==> src/hdl/rfcm_map.svh <==
// Register offsets, field positions, reset values and constants
`ifndef RFCM_MAP_SVH
`define RFCM_MAP_SVH
`define RFCM_ADDR_MODE      16'h6301
`define RFCM_ADDR_COLL      16'h633E
`define RFCM_MODE_RST       8'h3B
`define RFCM_MODE_CRC_HIGH  7
`define RFCM_MODE_SYNC      6
`define RFCM_MODE_TX_WAIT   5
`define RFCM_MODE_RX_WAIT   4
`define RFCM_MODE_POL       3
`define RFCM_MODE_MDET_OFF  2
`define RFCM_MODE_SEED_HI   1
`define RFCM_MODE_SEED_LO   0
`define RFCM_COLL_KEEP      7
`define RFCM_COLL_INVALID   5
`define RFCM_COLL_KEEP_RST  1'b1
`define RFCM_COLL_INV_RST   1'b1
`define RFCM_COLL_POS_RST   5'h00
`define RFCM_POS_RANGE      6'h20
`define RFCM_CNT_MAX        6'h3F
`define RFCM_SYNC_BYTE      8'hF0
`define RFCM_SEED_0         16'h0000
`define RFCM_SEED_1         16'h6363
`define RFCM_SEED_2         16'hA671
`define RFCM_SEED_3         16'hFFFF
`define RFCM_POLY_LOW       16'h8408
`define RFCM_POLY_HIGH      16'h1021
`define RFCM_READ_NONE      8'h00
`endif

==> src/hdl/rfcm_pkg.sv <==
// Types shared by the collision and mode register block
package rfcm_pkg;
  typedef enum logic [1:0] {
    TX_IDLE  = 2'b00,
    TX_FIELD = 2'b01,
    TX_SYNC  = 2'b10,
    TX_RUN   = 2'b11
  } rfcm_tx_e;
  typedef enum logic [1:0] {
    RX_IDLE = 2'b00,
    RX_HUNT = 2'b01,
    RX_ON   = 2'b10
  } rfcm_rx_e;
  typedef struct packed {
    logic [7:0] mode;
    logic       keep;
    logic [7:0] rdata;
    rfcm_tx_e   tx;
    rfcm_rx_e   rx;
    logic       rxw_pend;
    logic       rxw_go;
    logic       sec_act;
    logic       env_n;
    logic       mdet_en;
  } rfcm_top_s;
  typedef struct packed {
    logic [5:0] cnt;
    logic       seen;
    logic       inv;
    logic [4:0] pos;
    logic       ovalid;
    logic       obit;
  } rfcm_coll_s;
  typedef struct packed {
    logic        high;
    logic [15:0] crc;
    logic [15:0] res;
  } rfcm_crc_s;
endpackage

==> src/hdl/rfcm_link_if.sv <==
// Signals between the register block and its two helpers
`timescale 1ns/1ps
interface rfcm_link_if;
  logic        keep;        // Keep bits after collision
  logic        frame_start; // New received frame
  logic        bit_valid;   // Received data bit strobe
  logic        bit_in;      // Received data bit
  logic        coll_in;     // Collision on this bit
  logic        out_valid;   // Stored bit strobe
  logic        out_bit;     // Stored bit
  logic        inv;         // Position not valid
  logic [4:0]  pos;         // First collision position
  logic        crc_start;   // Standalone checksum start
  logic        crc_req_hi;  // High bit first requested
  logic        rf_busy;     // RF exchange in progress
  logic [15:0] crc_seed;    // Selected seed
  logic        crc_valid;   // Data byte strobe
  logic [7:0]  crc_data;    // Data byte
  logic [15:0] crc_result;  // Result register
  modport host (output keep, frame_start, bit_valid, bit_in, coll_in,
                crc_start, crc_req_hi, rf_busy, crc_seed, crc_valid,
                crc_data,
                input out_valid, out_bit, inv, pos, crc_result);
  modport coll (input keep, frame_start, bit_valid, bit_in, coll_in,
                output out_valid, out_bit, inv, pos);
  modport crc  (input crc_start, crc_req_hi, rf_busy, crc_seed,
                crc_valid, crc_data,
                output crc_result);
endinterface

==> src/hdl/rfcm_coll_trk.sv <==
// Tracks the first collision and clears bits that follow it
`timescale 1ns/1ps
`include "rfcm_map.svh"
module rfcm_coll_trk (
  input wire logic clk_sys,
  input wire logic rst,
  rfcm_link_if.coll lnk
);
  import rfcm_pkg::*;
  rfcm_coll_s s_q;  // Registered state
  rfcm_coll_s s_d;  // Next state
  logic [5:0] num;  // Position of current bit
  // Next state of the tracker
  always_comb begin
    s_d = s_q;
    s_d.ovalid = 1'b0;
    num = (s_q.cnt == `RFCM_CNT_MAX) ? s_q.cnt : s_q.cnt + 6'h01;
    if (lnk.frame_start) begin
      s_d.cnt = 6'h00;
      s_d.seen = 1'b0;
      s_d.inv = 1'b1;
    end else if (lnk.bit_valid) begin
      s_d.cnt = num;
      s_d.ovalid = 1'b1;
      // Zero every bit after the collision unless kept
      s_d.obit = (s_q.seen && !lnk.keep) ? 1'b0 : lnk.bit_in;
      if (lnk.coll_in && !s_q.seen) begin
        s_d.seen = 1'b1;
        if (num <= `RFCM_POS_RANGE) begin
          s_d.inv = 1'b0;
          s_d.pos = num[4:0];
        end
      end
    end
  end
  // State register
  always_ff @(posedge clk_sys) begin
    if (rst) begin
      s_q <= '{6'h00, 1'b0, `RFCM_COLL_INV_RST, `RFCM_COLL_POS_RST,
               1'b0, 1'b0};
    end else begin
      s_q <= s_d;
    end
  end
  assign lnk.out_valid = s_q.ovalid;
  assign lnk.out_bit   = s_q.obit;
  assign lnk.inv       = s_q.inv;
  assign lnk.pos       = s_q.pos;
  property p_clear_after;
    @(posedge clk_sys) disable iff (rst)
    (s_q.seen && !lnk.keep && lnk.bit_valid && !lnk.frame_start)
      |=> (lnk.out_valid && !lnk.out_bit);
  endproperty
  a_clear_after: assert property (p_clear_after)
    else $error("bit after collision not cleared");
  property p_first_pos;
    @(posedge clk_sys) disable iff (rst)
    (s_q.cnt == 6'h00 && lnk.bit_valid && lnk.coll_in && !s_q.seen
     && !lnk.frame_start) |=> (!lnk.inv && lnk.pos == 5'h01);
  endproperty
  a_first_pos: assert property (p_first_pos)
    else $error("collision on first bit misreported");
  property p_start_inv;
    @(posedge clk_sys) disable iff (rst)
    lnk.frame_start |=> lnk.inv;
  endproperty
  a_start_inv: assert property (p_start_inv)
    else $error("position valid without collision");
endmodule // rfcm_coll_trk

==> src/hdl/rfcm_crc_unit.sv <==
// Standalone checksum engine with seed and bit order choice
`timescale 1ns/1ps
`include "rfcm_map.svh"
module rfcm_crc_unit (
  input wire logic clk_sys,
  input wire logic rst,
  rfcm_link_if.crc lnk
);
  import rfcm_pkg::*;
  rfcm_crc_s s_q;    // Registered state
  rfcm_crc_s s_d;    // Next state
  logic [15:0] nxt;  // Checksum after this byte
  // One byte through the checksum, either bit order
  function automatic logic [15:0] crc_byte(input logic [15:0] c,
                                           input logic [7:0] d,
                                           input logic hi);
    logic [15:0] r;
    r = c;
    for (int i = 0; i < 8; i++) begin
      if (hi) begin
        r = (r[15] ^ d[7-i]) ? ((r << 1) ^ `RFCM_POLY_HIGH) : (r << 1);
      end else begin
        r = (r[0] ^ d[i]) ? ((r >> 1) ^ `RFCM_POLY_LOW) : (r >> 1);
      end
    end
    return r;
  endfunction
  // Mirror a 16 bit word
  function automatic logic [15:0] rev16(input logic [15:0] v);
    logic [15:0] r;
    r = 16'h0000;
    for (int i = 0; i < 16; i++) begin
      r[i] = v[15-i];
    end
    return r;
  endfunction
  // Next state of the engine
  always_comb begin
    s_d = s_q;
    nxt = crc_byte(s_q.crc, lnk.crc_data, s_q.high);
    if (lnk.crc_start) begin
      s_d.crc  = lnk.crc_seed;
      s_d.high = lnk.crc_req_hi && !lnk.rf_busy;
      s_d.res  = lnk.crc_seed;
    end else if (lnk.crc_valid) begin
      s_d.crc = nxt;
      s_d.res = s_q.high ? rev16(nxt) : nxt;
    end
  end
  // State register
  always_ff @(posedge clk_sys) begin
    if (rst) begin
      s_q <= '{1'b0, `RFCM_SEED_0, `RFCM_SEED_0};
    end else begin
      s_q <= s_d;
    end
  end
  assign lnk.crc_result = s_q.res;
  property p_seed;
    @(posedge clk_sys) disable iff (rst)
    lnk.crc_start |=> (s_q.crc == $past(lnk.crc_seed));
  endproperty
  a_seed: assert property (p_seed)
    else $error("checksum not preset from seed");
  property p_rf_ignore;
    @(posedge clk_sys) disable iff (rst)
    (lnk.crc_start && lnk.rf_busy) |=> !s_q.high;
  endproperty
  a_rf_ignore: assert property (p_rf_ignore)
    else $error("bit order applied during RF exchange");
  property p_reversed;
    @(posedge clk_sys) disable iff (rst)
    (s_q.high && lnk.crc_valid && !lnk.crc_start)
      |=> (lnk.crc_result == rev16(s_q.crc));
  endproperty
  a_reversed: assert property (p_reversed)
    else $error("result not reversed in high bit order");
endmodule // rfcm_crc_unit

==> src/hdl/rfcm_top.sv <==
// Collision report and general mode registers with their logic
// Overview of operation
// - Keep control low clears bits after collision
// - Invalid flag set without collision or overrange
// - Report first collided data bit position
// - High bit order computes and reverses result
// - Bit order ignored during RF exchange
// - Sync mode hunts F0h, prepends F0h
// - Transmit waits for own field when asked
// - Receive wait counter waits external field
// - Polarity control selects secure input level
// - Envelope signal always coded active low
// - Detector off control disables mode detector
// - Seed select presets standalone checksum
//
// The address-and-strobe port is this design's own decision.
`timescale 1ns/1ps
`include "rfcm_map.svh"
module rfcm_top (
  input  wire logic        CLK_SYS,
  input  wire logic        RST,
  input  wire logic [15:0] REG_ADDR,
  input  wire logic [7:0]  REG_WDATA,
  input  wire logic        REG_WR,
  input  wire logic        REG_RD,
  output      logic [7:0]  REG_RDATA,
  input  wire logic        INITIATOR,
  input  wire logic        DRV1_FIELD_EN,
  input  wire logic        DRV2_FIELD_EN,
  input  wire logic        EXT_FIELD_DET,
  input  wire logic        TX_START_REQ,
  input  wire logic        TX_END,
  output      logic        TX_SYNC_VALID,
  output      logic [7:0]  TX_SYNC_BYTE,
  input  wire logic        TX_SYNC_READY,
  output      logic        TX_ACTIVE,
  input  wire logic        RX_START_REQ,
  input  wire logic        RX_END,
  input  wire logic        RX_BYTE_VALID,
  input  wire logic [7:0]  RX_BYTE,
  output      logic        RX_ACTIVE,
  input  wire logic        RX_FRAME_START,
  input  wire logic        RX_BIT_VALID,
  input  wire logic        RX_BIT,
  input  wire logic        RX_BIT_COLL,
  output      logic        RX_STORE_VALID,
  output      logic        RX_STORE_BIT,
  input  wire logic        RX_WAIT_REQ,
  output      logic        RX_WAIT_GO,
  input  wire logic        SEC_SIG_IN,
  output      logic        SEC_SIG_ACTIVE,
  output      logic        ENVELOPE_N,
  input  wire logic        AUTOCOLL_ACTIVE,
  output      logic        MODE_DET_EN,
  input  wire logic        RF_BUSY,
  input  wire logic        CRC_START,
  input  wire logic        CRC_DATA_VALID,
  input  wire logic [7:0]  CRC_DATA,
  output      logic [15:0] CRC_RESULT
);
  import rfcm_pkg::*;

  rfcm_top_s   s_q;      // Registered state
  rfcm_top_s   s_d;      // Next state
  rfcm_link_if lnk ();   // Link to the helpers
  logic        field;    // Own field from any driver
  logic        sync_on;  // Sync byte mode
  logic        tx_hold;  // Transmit must wait for field
  logic        rxw_hold; // Receive wait needs outside field
  logic        sec_lvl;  // Secure input seen as active
  logic [7:0]  coll_rd;  // Collision register read value

  // Seed value for a two bit selection
  function automatic logic [15:0] seed_of(input logic [1:0] sel);
    case (sel)
      2'b00:   seed_of = `RFCM_SEED_0;
      2'b01:   seed_of = `RFCM_SEED_1;
      2'b10:   seed_of = `RFCM_SEED_2;
      default: seed_of = `RFCM_SEED_3;
    endcase
  endfunction

  // Helpers
  rfcm_coll_trk u_coll (
    .clk_sys (CLK_SYS),
    .rst     (RST),
    .lnk     (lnk.coll)
  );
  rfcm_crc_unit u_crc (
    .clk_sys (CLK_SYS),
    .rst     (RST),
    .lnk     (lnk.crc)
  );

  // Drive the link towards the helpers
  always_comb begin
    lnk.keep        = s_q.keep;
    lnk.frame_start = RX_FRAME_START;
    lnk.bit_valid   = RX_BIT_VALID && (s_q.rx == RX_ON);
    lnk.bit_in      = RX_BIT;
    lnk.coll_in     = RX_BIT_COLL;
    lnk.crc_start   = CRC_START;
    lnk.crc_req_hi  = s_q.mode[`RFCM_MODE_CRC_HIGH];
    lnk.rf_busy     = RF_BUSY;
    lnk.crc_seed    = seed_of(s_q.mode[`RFCM_MODE_SEED_HI:
                                       `RFCM_MODE_SEED_LO]);
    lnk.crc_valid   = CRC_DATA_VALID;
    lnk.crc_data    = CRC_DATA;
  end

  // Decodes of mode bits and pins
  always_comb begin
    field    = DRV1_FIELD_EN || DRV2_FIELD_EN;
    sync_on  = s_q.mode[`RFCM_MODE_SYNC];
    tx_hold  = s_q.mode[`RFCM_MODE_TX_WAIT] && INITIATOR
               && !field;
    rxw_hold = s_q.mode[`RFCM_MODE_RX_WAIT] && !INITIATOR
               && !EXT_FIELD_DET;
    sec_lvl  = s_q.mode[`RFCM_MODE_POL] ? SEC_SIG_IN
               : !SEC_SIG_IN;
    coll_rd  = 8'h00;
    coll_rd[`RFCM_COLL_KEEP]    = s_q.keep;
    coll_rd[`RFCM_COLL_INVALID] = lnk.inv;
    coll_rd[4:0]                = lnk.pos;
  end

  // Next state of registers and sequencers
  always_comb begin
    s_d = s_q;
    // Register writes; only the keep bit of the report is writable
    if (REG_WR) begin
      if (REG_ADDR == `RFCM_ADDR_MODE) begin
        s_d.mode = REG_WDATA;
      end else if (REG_ADDR == `RFCM_ADDR_COLL) begin
        s_d.keep = REG_WDATA[`RFCM_COLL_KEEP];
      end
    end
    // Register reads, answered next cycle
    if (REG_RD) begin
      case (REG_ADDR)
        `RFCM_ADDR_MODE: s_d.rdata = s_q.mode;
        `RFCM_ADDR_COLL: s_d.rdata = coll_rd;
        default:         s_d.rdata = `RFCM_READ_NONE;
      endcase
    end else begin
      s_d.rdata = `RFCM_READ_NONE;
    end
    // Transmit sequencer
    case (s_q.tx)
      TX_IDLE: begin
        if (TX_START_REQ) begin
          if (tx_hold) begin
            s_d.tx = TX_FIELD;
          end else if (sync_on) begin
            s_d.tx = TX_SYNC;
          end else begin
            s_d.tx = TX_RUN;
          end
        end
      end
      TX_FIELD: begin
        // Hold until a driver makes the field
        if (!tx_hold) begin
          s_d.tx = sync_on ? TX_SYNC : TX_RUN;
        end
      end
      TX_SYNC: begin
        // Sync byte goes out before data
        if (TX_SYNC_READY) begin
          s_d.tx = TX_RUN;
        end
      end
      TX_RUN: begin
        if (TX_END) begin
          s_d.tx = TX_IDLE;
        end
      end
      default: s_d.tx = TX_IDLE;
    endcase
    if (TX_END) begin
      s_d.tx = TX_IDLE;
    end
    // Receive sequencer
    case (s_q.rx)
      RX_IDLE: begin
        if (RX_START_REQ) begin
          s_d.rx = sync_on ? RX_HUNT : RX_ON;
        end
      end
      RX_HUNT: begin
        // Receiver stays off until the sync byte
        if (RX_BYTE_VALID && RX_BYTE == `RFCM_SYNC_BYTE) begin
          s_d.rx = RX_ON;
        end
      end
      RX_ON: begin
        if (RX_END) begin
          s_d.rx = RX_IDLE;
        end
      end
      default: s_d.rx = RX_IDLE;
    endcase
    if (RX_END) begin
      s_d.rx = RX_IDLE;
    end
    // Receive wait counter start
    s_d.rxw_go = 1'b0;
    if (RX_WAIT_REQ || s_q.rxw_pend) begin
      if (rxw_hold) begin
        s_d.rxw_pend = 1'b1;
      end else begin
        s_d.rxw_pend = 1'b0;
        s_d.rxw_go   = 1'b1;
      end
    end
    // Secure input, envelope and detector enable
    s_d.sec_act = sec_lvl;
    s_d.env_n   = !sec_lvl;
    s_d.mdet_en = AUTOCOLL_ACTIVE
                  && !s_q.mode[`RFCM_MODE_MDET_OFF];
  end

  // State register
  always_ff @(posedge CLK_SYS) begin
    if (RST) begin
      s_q <= '{`RFCM_MODE_RST, `RFCM_COLL_KEEP_RST, `RFCM_READ_NONE,
               TX_IDLE, RX_IDLE, 1'b0, 1'b0, 1'b0, 1'b1, 1'b0};
    end else begin
      s_q <= s_d;
    end
  end

  // Outputs
  assign REG_RDATA      = s_q.rdata;
  assign TX_SYNC_VALID  = (s_q.tx == TX_SYNC);
  assign TX_SYNC_BYTE   = `RFCM_SYNC_BYTE;
  assign TX_ACTIVE      = (s_q.tx == TX_RUN);
  assign RX_ACTIVE      = (s_q.rx == RX_ON);
  assign RX_STORE_VALID = lnk.out_valid;
  assign RX_STORE_BIT   = lnk.out_bit;
  assign RX_WAIT_GO     = s_q.rxw_go;
  assign SEC_SIG_ACTIVE = s_q.sec_act;
  assign ENVELOPE_N     = s_q.env_n;
  assign MODE_DET_EN    = s_q.mdet_en;
  assign CRC_RESULT     = lnk.crc_result;

  property p_rsvd_zero;
    @(posedge CLK_SYS) disable iff (RST)
    (REG_RD && REG_ADDR == `RFCM_ADDR_COLL) |=> !REG_RDATA[6];
  endproperty
  a_rsvd_zero: assert property (p_rsvd_zero)
    else $error("reserved bit read as one");
  property p_ro_write;
    @(posedge CLK_SYS) disable iff (RST)
    (REG_WR && REG_ADDR == `RFCM_ADDR_COLL && !RX_BIT_VALID
     && !RX_FRAME_START) |=> ($stable(lnk.pos) && $stable(lnk.inv));
  endproperty
  a_ro_write: assert property (p_ro_write)
    else $error("status field changed by a write");
  property p_sync_hunt;
    @(posedge CLK_SYS) disable iff (RST)
    (s_q.rx == RX_HUNT
     && !(RX_BYTE_VALID && RX_BYTE == `RFCM_SYNC_BYTE))
      |=> !RX_ACTIVE;
  endproperty
  a_sync_hunt: assert property (p_sync_hunt)
    else $error("receiver on before sync byte");
  property p_sync_tx;
    @(posedge CLK_SYS) disable iff (RST)
    (s_q.tx == TX_IDLE && TX_START_REQ && !TX_END && sync_on
     && !tx_hold)
      |=> (TX_SYNC_VALID && TX_SYNC_BYTE == `RFCM_SYNC_BYTE);
  endproperty
  a_sync_tx: assert property (p_sync_tx)
    else $error("sync byte not offered");
  property p_tx_field;
    @(posedge CLK_SYS) disable iff (RST)
    (s_q.mode[`RFCM_MODE_TX_WAIT] && INITIATOR && !DRV1_FIELD_EN
     && !DRV2_FIELD_EN && s_q.tx != TX_RUN) |=> !TX_ACTIVE;
  endproperty
  a_tx_field: assert property (p_tx_field)
    else $error("transmitter started without own field");
  property p_rxw_field;
    @(posedge CLK_SYS) disable iff (RST)
    (s_q.mode[`RFCM_MODE_RX_WAIT] && !INITIATOR && !EXT_FIELD_DET)
      |=> !RX_WAIT_GO;
  endproperty
  a_rxw_field: assert property (p_rxw_field)
    else $error("wait counter started without field");
  property p_polarity;
    @(posedge CLK_SYS) disable iff (RST)
    ##1 SEC_SIG_ACTIVE
        == ($past(SEC_SIG_IN) == $past(s_q.mode[`RFCM_MODE_POL]));
  endproperty
  a_polarity: assert property (p_polarity)
    else $error("secure input polarity wrong");
  property p_envelope;
    @(posedge CLK_SYS) disable iff (RST)
    ##1 ENVELOPE_N
        == ($past(SEC_SIG_IN) != $past(s_q.mode[`RFCM_MODE_POL]));
  endproperty
  a_envelope: assert property (p_envelope)
    else $error("envelope not active low");
  property p_mdet;
    @(posedge CLK_SYS) disable iff (RST)
    s_q.mode[`RFCM_MODE_MDET_OFF] |=> !MODE_DET_EN;
  endproperty
  a_mdet: assert property (p_mdet)
    else $error("mode detector on while switched off");
endmodule // rfcm_top

==> config.mk <==
export PLATFORM = sky130hd
export DESIGN_NAME = rfcm_top
export DESIGN_NICKNAME = d
export VERILOG_FILES = /design/src/hdl/rfcm_pkg.sv /design/src/hdl/rfcm_link_if.sv /design/src/hdl/rfcm_coll_trk.sv /design/src/hdl/rfcm_crc_unit.sv /design/src/hdl/rfcm_top.sv
export VERILOG_INCLUDE_DIRS = /design/src /design/src/hdl
export SDC_FILE = /design/constraint.sdc
export NUM_CORES = 1
export LEC_CHECK = 0
export BUFFER_PORTS_ARGS = -buffer_cell sky130_fd_sc_hd__buf_2
export CORE_ASPECT_RATIO = 1.1
export CORE_MARGIN = 2
export CORE_UTILIZATION = 35
export DETAILED_ROUTE_END_ITERATION = 7
export PLACE_DENSITY_LB_ADDON = 0.12
export SLEW_MARGIN = 20
export SYNTH_ARGS = -nofsm -noshare
export SYNTH_HDL_FRONTEND = slang
export SYNTH_HIERARCHICAL = 1
export SYNTH_SLANG_ARGS = --single-unit
==> constraint.sdc <==
create_clock -name CLK_SYS -period 4.05 [get_ports CLK_SYS]
set_input_delay 0.405 -clock CLK_SYS [delete_from_list [all_inputs] [get_ports CLK_SYS]]
set_output_delay 0.405 -clock CLK_SYS [all_outputs]
set_load 0.05 [all_outputs]
==> impl_summary.txt <==
----------------------------------------------------
[Outcome]
  Run status ... completed

[GRT]
  Total Routing Usage GR ... 17.6%
  Total global routing overflow ... 0
  Met1 demand-to-capacity share in global routing ... 22.2%
  Global-route wire length before repair ... 20,100 um
  Global routing met3 resource utilization ... 4.97%
  Maximum number of pins on one net before global-route repair ... 33
  Grt peak-use layer ... met2
  Number of antenna violations at the first check in global routing ... 1
  Met2 Track Usage GR ... 28.9%
  Via count of the first global-routing pass ... 3,891

[Setup path]
  Worst Reg2Reg Path Length in Cells ... 7
  Total buffers and inverters traversed by the critical path ... 0
  Crit Path Category ... reg -> reg
  Largest stage delay on the critical path ... 0.42 ns
  Slowest CP cell ... sky130_fd_sc_hd__and2_1
  Worst reg2reg endpoint ... u_coll/lnk.pos[1]
  Category of cells accounting for the largest share of critical-path delay ... simple AND/OR/NAND/NOR gates
  CP Cell Sequence ... nor2b_1, and2_1, and2b_1, and2_1, o21ai_1, a221oi_2, nor3_1
  End point of the critical path ... u_coll/lnk.pos[1]
  R2R Setup Slk ... 1.95 ns
  Required time of the worst setup path ... 4.27 ns
  Reg-to-reg critical path startpoint ... s_q[6]
  Setup crit start ... s_q[6]
  Library cell appearing most often on the critical path ... sky130_fd_sc_hd__and2_1
  Biggest fanout along the worst timing path ... 10
  Crit. End Element ... flop
  Startpoint types ... flop
  Arrival time at the worst endpoint ... 2.32 ns
  Critical path depth ... 7

[Route]
  Count of antenna-violating nets left after detailed routing ... 0
  DRC violations left ... 0
  Detailed-route vias per instance ... 5.03
  Average detailed-routed wire length per instance ... 16.2 um
  Final wirelength ... 12,400 um
  Vias ... 3,836
  Detailed Routing Iterations Pass 1 ... 5
  Starting DRC count in detailed routing ... 186

[Placement]
  Routability cong. ... 0.855
  Estimated wirelength of the detail-placed design ... 9060 um
  DP Cell Count ... 746
  Number of port buffers ... 96

[Clocking]
  Number of H-tree levels ... 3
  Post-cts sizing count ... 0
  Number of buffers inserted by hold repair at cts ... 0
  Post-CTS setup-driven buffer insertion count ... 0
  Root Buffer Master ... sky130_fd_sc_hd__clkbuf_16
  TritonCTS clock tree ... built
  # clock sinks ... 74
  Number of buffers created by CTS ... 9
  Insertion delay of the later-clocked pin in the worst-skew pair ... 0.34 ns
  Buffers from clock root to sink, at most ... 2
  Worst-path clk slew ... 0.06 ns

[Power and ir drop]
  Power Density ... 421 nW/um^2
  Final Total Pwr ... 0.00227 W
  Static leakage ... 2.27 nW
  Maximum resistive drop on vdd ... 183 uV

[Synth]
  Post-synth ARST share ... 0%
  #FFs+latches synth ... 74
  Share of synthesized area occupied by flip-flops and latches ... 31.1%
  Mapped Area ... 4770 um^2
  Top_reg_cell synth ... sky130_fd_sc_hd__dfxtp_1
  Number of flops mapped to enable cells by yosys ... 0
  Yosys synthesis warning count ... 6
  Syn Inst Count ... 524
  Unique masters post-synth ... 85
  Mean instance size in the synthesized netlist ... 9.10 um^2

[Hold path]
  Class of the tightest hold or removal check ... in -> reg

[Flow run]
  Max-cap check violation count ... 0

[Timing]
  Final worst clock skew ... 0.00812 ns
  Max Clk Rate ... 477 MHz
  Final setup fails ... 0
  Post-layout minimum cycle time ... 2.10 ns
  Accumulated negative setup slack ... 0 ns
  Unrepaired setup endpoints after global routing ... false
  Final hold violation count ... 0
  Share of the clock period used by the worst path after layout ... 51.8%
  Slew of the pin with the lowest slew margin ... 0.622 ns
  Worst rel slew slack ... 58.5%
  Worst Hold Slack ... 0.257 ns
  Number of slew-limit violations in the final report ... 0

[Floorplanning]
  Number of rows in the core area ... 44
  Die H ... 126 um
  Die extent in x ... 115 um
  Total die area ... 14,600 um^2
  Count of boundary I/O pins ... 105
  Placeable Area ... 13,300 um^2
  Starting Density ... 35.9%

[Cells and area]
  Area growth from synthesis to final layout ... 13.0%
  Most frequent cells in the layout ... 96 x sky130_fd_sc_hd__buf_2, 74 x sky130_fd_sc_hd__dfxtp_1, 51 x sky130_fd_sc_hd__nor2_1, 36 x sky130_fd_sc_hd__a21oi_1, 35 x sky130_fd_sc_hd__xnor2_1
  Leading cell type in the layout, fill and taps excluded ... sky130_fd_sc_hd__buf_2
  Area taken by multi-input logic gates ... 2830 um^2
  Final core utilization ... 40.6%
  Sequential standard cell area ... 1480 um^2
  Share of cells above drive strength 1 ... 26.6%
  Fillers ... 1,349
  Nets@finish ... 642
  Number of non-filler instances in the completed layout ... 763

----------------------------------------------------
==> logic make-up after synthesis <==
logic type,synth area share (%)
AND/OR/NAND/NOR,17.7
adder cells (fa/ha/maj),1.31
flip-flops,31.1
XOR/XNOR,15.6
other,0.158
buffers and inverters,10.0
AO/OA/AOI/OAI,19.5
multiplexers,4.62
==> Yosys cell counts, drive strengths merged (3+ instances only) <==
| library cell | count | area (um^2) |
|---|---|---|
| xor2 | 18 | 165 |
| nand3b | 3 | 26.3 |
| mux2i | 22 | 220 |
| o221a | 5 | 56.3 |
| a211oi | 8 | 65.1 |
| a21oi | 36 | 180 |
| buf | 51 | 368 |
| a22o | 7 | 62.6 |
| nor3 | 6 | 30.0 |
| clkbuf | 15 | 60.1 |
| nor4b | 3 | 32.5 |
| inv | 8 | 30.0 |
| nand2b | 7 | 43.8 |
| nand3 | 14 | 70.1 |
| nand2 | 22 | 82.6 |
| xnor2 | 42 | 420 |
| o22ai | 3 | 18.8 |
| and2b | 3 | 26.3 |
| a31oi | 4 | 25.0 |
| nand4 | 6 | 56.3 |
| dfxtp | 74 | 1480 |
| o211ai | 3 | 27.5 |
| nor2 | 54 | 220 |
| o21ai | 19 | 95.1 |
| and2 | 7 | 47.6 |
| nor2b | 5 | 31.3 |
| o31ai | 7 | 52.6 |
| a22oi | 5 | 37.5 |
| o21a | 14 | 106 |
| xnor3 | 6 | 136 |
| or2 | 5 | 31.3 |
| ha | 5 | 62.6 |
==> through the flow <==
step                cell area, um^2  worst slack (ns)
floorplan                      4790              1.66
global placement               5080              2.07
detailed placement             5080              1.95
CTS                            5380              1.93
global route                   5380              1.76
finish                         5390              1.95
==> how the worst min path moves through the flow <==
stage	start	endpoint	cells after the start
CTS	RX_END	s_q[5]	2
floorplan	s_q[20]	MODE_DET_EN	1
global placement	u_coll/lnk.out_bit	u_coll/lnk.out_bit	2
global route	RX_END	s_q[5]	2
finish	RX_END	s_q[5]	2
detailed placement	u_coll/lnk.out_bit	u_coll/lnk.out_bit	2
==> area by class of cell <==
class,instances,area share [%]
well taps,184,4.28
multi-input cells,381,52.6
repair buffers,99,9.34
diodes,1,0.0465
clock buffers,12,4.76
inverters,8,0.558
clock inverters,4,0.929
flip-flops and latches,74,27.5
==> power by group <==
group / total (W) / switching, W / internal (W) / leakage [nW]
Combinational: 0.000621 / 0.000360 / 0.000261 / 1.52
Sequential: 0.000821 / 0.0000498 / 0.000771 / 0.609
Clock: 0.000827 / 0.000317 / 0.000510 / 0.145
==> metal layers <==
metal | up-vias | wire length (um)
li1 | 1918 | -
met3 | 13 | 939
met4 | 0 | 183
met5 | - | 0
met1 | 1791 | 5420
met2 | 114 | 5840
==> registers in the layout (all words and copies together) (netlist names), 5 cells and up <==
| register | flops |
|---|---|
| u_crc/s_q | 17 |
| s_q | 12 |
| u_crc/lnk.crc_result | 16 |
| u_coll/s_q | 7 |
| u_coll/lnk.pos | 5 |
| REG_RDATA | 8 |
(Power assumes the default switching activity.)
